`src/inc/oamx_pkg.sv`:
```
// Package for the OR/move instruction execute block.
// Assumes 14-bit instruction words and an 8-bit datapath with a 128-entry file.
package oamx_pkg;

  // Instruction word and field geometry.
  localparam int INSN_W     = 14;
  localparam int DATA_W     = 8;
  localparam int FADDR_W    = 7;
  localparam int DIR_BIT    = 7;
  localparam int OPC6_LSB   = 8;
  localparam int OPC4_LSB   = 10;

  // Opcode patterns, upper six bits of the word.
  localparam logic [5:0] OPC_OR_LIT   = 6'h38;
  localparam logic [5:0] OPC_OR_FILE  = 6'h04;
  localparam logic [5:0] OPC_MOV_FILE = 6'h08;
  // Load literal matches on the upper four bits only.
  localparam logic [3:0] OPC_LOAD_LIT = 4'hc;

  // Values after reset.
  localparam logic [7:0] ACC_RST  = 8'h00;
  localparam logic       ZERO_RST = 1'b0;

  // Every instruction here retires in one cycle.
  localparam int INSN_CYCLES = 1;

  typedef enum logic [2:0] {
    OAMX_OP_NONE,
    OAMX_OP_OR_LIT,
    OAMX_OP_LOAD_LIT,
    OAMX_OP_OR_FILE,
    OAMX_OP_MOV_FILE
  } oamx_op_t;

endpackage : oamx_pkg

```
`src/hdl/oamx_exec.sv`:
```
// Decode and execute for OR-literal, load-literal, OR-file and move-file.
// Assumes the file register read port is combinational: file_rdata_i shows
// the register addressed by file_addr_o in the same cycle.
`timescale 1ns/1ps

// Function
// RL1 - OR literal into accumulator, write accumulator, zero flag from result.
// RL2 - OR accumulator with addressed file register, zero flag from result.
// RL3 - Direction bit 0 writes accumulator, 1 writes addressed file register.
// RL4 - Move file register to selected destination, zero flag from value moved.
// RL5 - Move with direction 1 leaves register unchanged but updates zero flag.
// RL6 - Load literal into accumulator, flags untouched, two don't-care bits ignored.
module oamx_exec (
  input  wire logic        mclk_i,
  input  wire logic        resetn_i,
  input  wire logic        insn_valid_i,
  input  wire logic [13:0] insn_i,
  input  wire logic [7:0]  file_rdata_i,
  output logic [6:0]       file_addr_o,
  output logic [7:0]       file_wdata_o,
  output logic             file_we_o,
  output logic [7:0]       acc_o,
  output logic             zero_o,
  output logic             insn_known_o
);

  ////////////////////////////////////////////////////////////////////////////
  // Decode.

  oamx_pkg::oamx_op_t op;
  logic [7:0]         lit;
  logic               dir;
  logic [7:0]         result;
  logic               to_file;
  logic               touches_zero;
  logic [7:0]         acc_q;
  logic               zero_q;
  logic [7:0]         acc_d;
  logic               zero_d;

  // Decoding lives in one function so the priority between patterns sits in one place.
  function automatic oamx_pkg::oamx_op_t decode_op(input logic [13:0] w);
    logic [5:0] top6;
    top6 = w[13:oamx_pkg::OPC6_LSB];
    if (top6 == oamx_pkg::OPC_OR_LIT) begin
      return oamx_pkg::OAMX_OP_OR_LIT;
    end else if (w[13:oamx_pkg::OPC4_LSB] == oamx_pkg::OPC_LOAD_LIT) begin
      return oamx_pkg::OAMX_OP_LOAD_LIT; // see RL6
    end else if (top6 == oamx_pkg::OPC_OR_FILE) begin
      return oamx_pkg::OAMX_OP_OR_FILE;
    end else if (top6 == oamx_pkg::OPC_MOV_FILE) begin
      return oamx_pkg::OAMX_OP_MOV_FILE;
    end
    return oamx_pkg::OAMX_OP_NONE;
  endfunction : decode_op

  // Field extraction; an invalid cycle decodes as no operation.
  assign op           = insn_valid_i ? decode_op(insn_i) : oamx_pkg::OAMX_OP_NONE;
  assign lit          = insn_i[7:0];
  assign dir          = insn_i[oamx_pkg::DIR_BIT];
  assign file_addr_o  = insn_i[6:0];
  assign insn_known_o = (op != oamx_pkg::OAMX_OP_NONE);

  ////////////////////////////////////////////////////////////////////////////
  // Execute: compute result, destination and flag effect.

  // The move result is the file value itself, so a move back to the file
  // is not written at all and only the zero flag changes.
  // Limitation: the file read must settle within the cycle; a registered
  // memory would need a stall that this block does not provide.
  always_comb begin
    result       = acc_q;
    to_file      = 1'b0;
    touches_zero = 1'b0;
    case (op)
      oamx_pkg::OAMX_OP_OR_LIT: begin
        result       = acc_q | lit; // see RL1
        touches_zero = 1'b1;
      end
      oamx_pkg::OAMX_OP_LOAD_LIT: begin
        result = lit; // see RL6
      end
      oamx_pkg::OAMX_OP_OR_FILE: begin
        result       = acc_q | file_rdata_i; // see RL2
        to_file      = dir; // see RL3
        touches_zero = 1'b1;
      end
      oamx_pkg::OAMX_OP_MOV_FILE: begin
        result       = file_rdata_i; // see RL4
        to_file      = dir; // see RL5
        touches_zero = 1'b1;
      end
      default: begin
        result = acc_q;
      end
    endcase
  end

  // Suppressing the write on a move-to-self saves a needless file cycle.
  assign file_we_o    = to_file && (op == oamx_pkg::OAMX_OP_OR_FILE); // see RL3
  assign file_wdata_o = result;

  // Next state of accumulator and zero flag.
  assign acc_d  = (insn_known_o && !to_file) ? result : acc_q; // see RL3
  assign zero_d = touches_zero ? (result == 8'h00) : zero_q; // see RL4

  ////////////////////////////////////////////////////////////////////////////
  // Accumulator.

  // Updated once per instruction cycle.
  always_ff @(posedge mclk_i or negedge resetn_i) begin
    if (!resetn_i) begin
      acc_q <= oamx_pkg::ACC_RST;
    end else begin
      acc_q <= acc_d;
    end
  end

  // Zero flag; load literal leaves it alone.
  always_ff @(posedge mclk_i or negedge resetn_i) begin
    if (!resetn_i) begin
      zero_q <= oamx_pkg::ZERO_RST;
    end else begin
      zero_q <= zero_d;
    end
  end

  assign acc_o  = acc_q;
  assign zero_o = zero_q;
endmodule : oamx_exec

```
`config.mk`:
```
export PLATFORM = sky130hd
export DESIGN_NAME = oamx_exec
export DESIGN_NICKNAME = d
export VERILOG_FILES = /design/src/inc/oamx_pkg.sv /design/src/hdl/oamx_exec.sv
export SDC_FILE = /design/constraint.sdc
export NUM_CORES = 1
export LEC_CHECK = 0
export ABC_CLOCK_PERIOD_IN_PS = 5100
export BUFFER_PORTS_ARGS = -buffer_cell sky130_fd_sc_hd__buf_2
export CORE_AREA = 2 2 45 47
export DETAILED_ROUTE_END_ITERATION = 10
export DIE_AREA = 0 0 47 49
export PLACE_DENSITY = 0.89
export SLEW_MARGIN = 30
export SYNTH_ARGS = -nofsm -noshare
export SYNTH_HDL_FRONTEND = slang
export SYNTH_SLANG_ARGS = --single-unit
```
`constraint.sdc`:
```
create_clock -name mclk_i -period 5.1 [get_ports mclk_i]
set_clock_uncertainty 0.15 [all_clocks]
set_input_delay 0.51 -clock mclk_i [delete_from_list [all_inputs] [get_ports mclk_i]]
set_output_delay 0.51 -clock mclk_i [all_outputs]
set_load 0.01 [all_outputs]
```
==> impl_metrics.ini <==
[run_status]
status = complete, no violations

[cts]
clkTransAtPathRegs_ns = 0.06
cts_resized = 0
cts_htree_levels = 1
tritoncts = built
clk_latency_ns = 0.26
clock_sinks = 9
cts-root-buf = clkbuf_4
cts_max_path_buffers = 2
cts_buffers = 3

[timing]
worst_pin_slew_ns = 0.7879
worst_hold_slack_ns = 0.3769
relSlewSlack = 0.4699
layout_min_cycle_time_ns = 2.688
finalSetupViolations = 0
rsz0062_at_grt = false
slew_viol_final = 0
fmax_mhz = 372.0
hold_viol = 0
setup_tns_ns = 0
period_share = 0.5270

[layout]
diodes = 0
layout_commonest_cell = buf_2
nets = 163
drive_above_1_share = 0.4453
stdcell_area_um2 = 1012
post-route-util = 0.5496
syn_to_final_growth_pct = 33.28
final_cell_mix = buf_2, nand2_1, dfrtp_1, nand3_1

[synthesis]
synthCells = 92
ys_ff_latch = 9
synth_warnings = 0
syn_area_um2 = 759.5
synth_area_per_cell_um2 = 8.255
ys_seq_area_frac = 0.2965
syn_nets = 117
synthDistinctLibCells = 36

[grt]
grt_overflow = 0
met2_usage = 0.3402
grt_max_degree = 13
grt_busiest_layer = met2
grt_pass1_vias = 864
grtUsageMet3 = 0.02222
grt_usage = 0.2048
grtUsageMet1 = 0.2804
antenna_found_initial = 0
grt_pass1_wl_mm = 3.546

[pwr]
power.leakage_nw = 0.5544
total_power_uw = 224.7
powerDensity_nw_per_um2 = 222.0
ir_drop_uv = 185.0

[worst_setup_path]
slowest_stage = nor4_1
critPathArrivalTime_ns = 2.03
r2r_slack_ns = 3.25
critical_path_class = in -> out
cp-start-kind = input pin
crit_path_end_kind = primary output
required_ns = 4.44
cp_common_cell = buf_2
cp_slowest_stage_delay_ns = 0.70
timing.rr.start = acc_o[5]
worst_r2r_path_depth = 4
r2r_end = zero_o
cp_max_fo = 6
path_cells = buf_2 -> nor4_1 -> nand3b_1 -> o21ai_2 -> and2_1 -> buf_2

[floorplanning]
rows = 16
die_area_um2 = 2303
core_um2 = 1842
initial_core_util = 0.4124
die_h_um = 49
boundaryPins = 51
die_w_um = 47

[placed_design]
gp_congestion = 0.8796
place.detailed.hpwl_mm = 1.792
place_area_um2 = 975.9
io_buffers = 50

[run]
maxCapViolCount = 0

[drt]
drt_iter0_markers = 26
vias_per_cell = 5.585
final_antenna_net_count = 0
via_count = 916
route.detailed.drc = 0
wl_mm = 2.247
wl_per_cell_um = 13.70
first_pass_iters = 4

[min_path]
min_to = zero_o
holdPathStages = 2
min_from = zero_o
hold_path_class = reg -> reg
how the worst max path moves through the flow:
stage	cells after the start	startpoint	end	slack, ns
floorplan	4	insn_i[13]	file_wdata_o[4]	2.87
global placement	5	insn_i[13]	file_wdata_o[6]	2.57
detailed placement	6	insn_i[13]	insn_known_o	2.49
CTS	6	insn_i[13]	insn_known_o	2.47
global route	6	insn_i[13]	insn_known_o	2.32
finish	6	insn_i[13]	insn_known_o	2.41
cell usage after synthesis:
cell      count  share of area
a21o_1        4          0.040
a21oi_1       3          0.020
a22oi_1       1         0.0099
a31oi_1       1         0.0082
a32o_1        1          0.013
a32oi_1       5          0.058
and2_1        1         0.0082
and3b_1       1          0.012
and4_1        1          0.012
buf_2         3          0.020
buf_4         7          0.069
dfrtp_1       9           0.30
inv_1         1         0.0049
mux2_2        4          0.059
nand2_1      15          0.074
nand3_1       6          0.040
nand3_2       1          0.013
nand3b_1      2          0.020
nand4_1       1         0.0082
nand4b_1      1          0.012
nor2_1        4          0.020
nor2_2        1         0.0082
nor2b_1       1         0.0082
nor3_1        1         0.0066
nor4_1        1         0.0082
o21ai_0       5          0.033
o21ai_2       1          0.012
o22a_1        1          0.012
o31ai_1       1         0.0099
o32ai_1       1          0.012
o41ai_1       1          0.012
or3_1         2          0.016
or4_1         1         0.0099
or4_4         1          0.015
xnor2_1       1          0.012
xor2_1        1          0.012
kinds of logic (layout without fill, tap and decap cells):
kind of cell | Yosys count | after routing | synth area share
buf+inv | 11 | 56 | 0.09389
xor+xnor | 2 | 2 | 0.02307
simple gates | 41 | 41 | 0.2900
mux | 4 | 4 | 0.05930
compound gates | 25 | 25 | 0.2372
flops | 9 | 9 | 0.2965
flip-flops by register name, summed over array words and instances, names as in the netlist:
register and count:
zero_o 1, acc_o 8
critical path: cells and delay by family:
kind	cells	cell delay [ns]
AO/OA/AOI/OAI	1	0.13
AND/OR/NAND/NOR	3	1.11
buffers and inverters	2	0.27
power by group:
| group | internal (mW) | switching, mW | leakage, nW |
|---|---|---|---|
| Combinational | 0.0372 | 0.0440 | 0.417 |
| Clock | 0.0302 | 0.0249 | 0.0150 |
| Sequential | 0.0807 | 0.00765 | 0.123 |
layout make-up:
class                           instances  area (µm²)
Inverter                                1       3.754
Timing Repair Buffer                   51       260.3
Tap cell                               27       33.78
Sequential cell                         9       225.2
Fill cell                             197       829.5
Clock buffer                            4       26.28
Multi-Input combinational cell         72       462.9
per-stage QoR:
stage	std cells	setup WS, ns
6_report	164	2.412
2_1_floorplan	92	2.870
3_3_place_gp	159	2.570
4_1_cts	164	2.473
5_1_grt	164	2.319
3_5_place_dp	159	2.489
routing by layer:
| metal | routed length (µm) | share of wire |
|---|---|---|
| met5 | 0 | 0 |
| met4 | 19 | 0.0085 |
| met3 | 181 | 0.081 |
| met2 | 1061 | 0.47 |
| met1 | 983 | 0.44 |
timing repair:
action | CTS | global route
hold endpoints to repair | 9 | 0
setup endpoints to repair | 0 | 0
setup buffers | 0 | 0
hold buffers | 1 | 0
No activity file was read; power rests on OpenSTA's default activity.
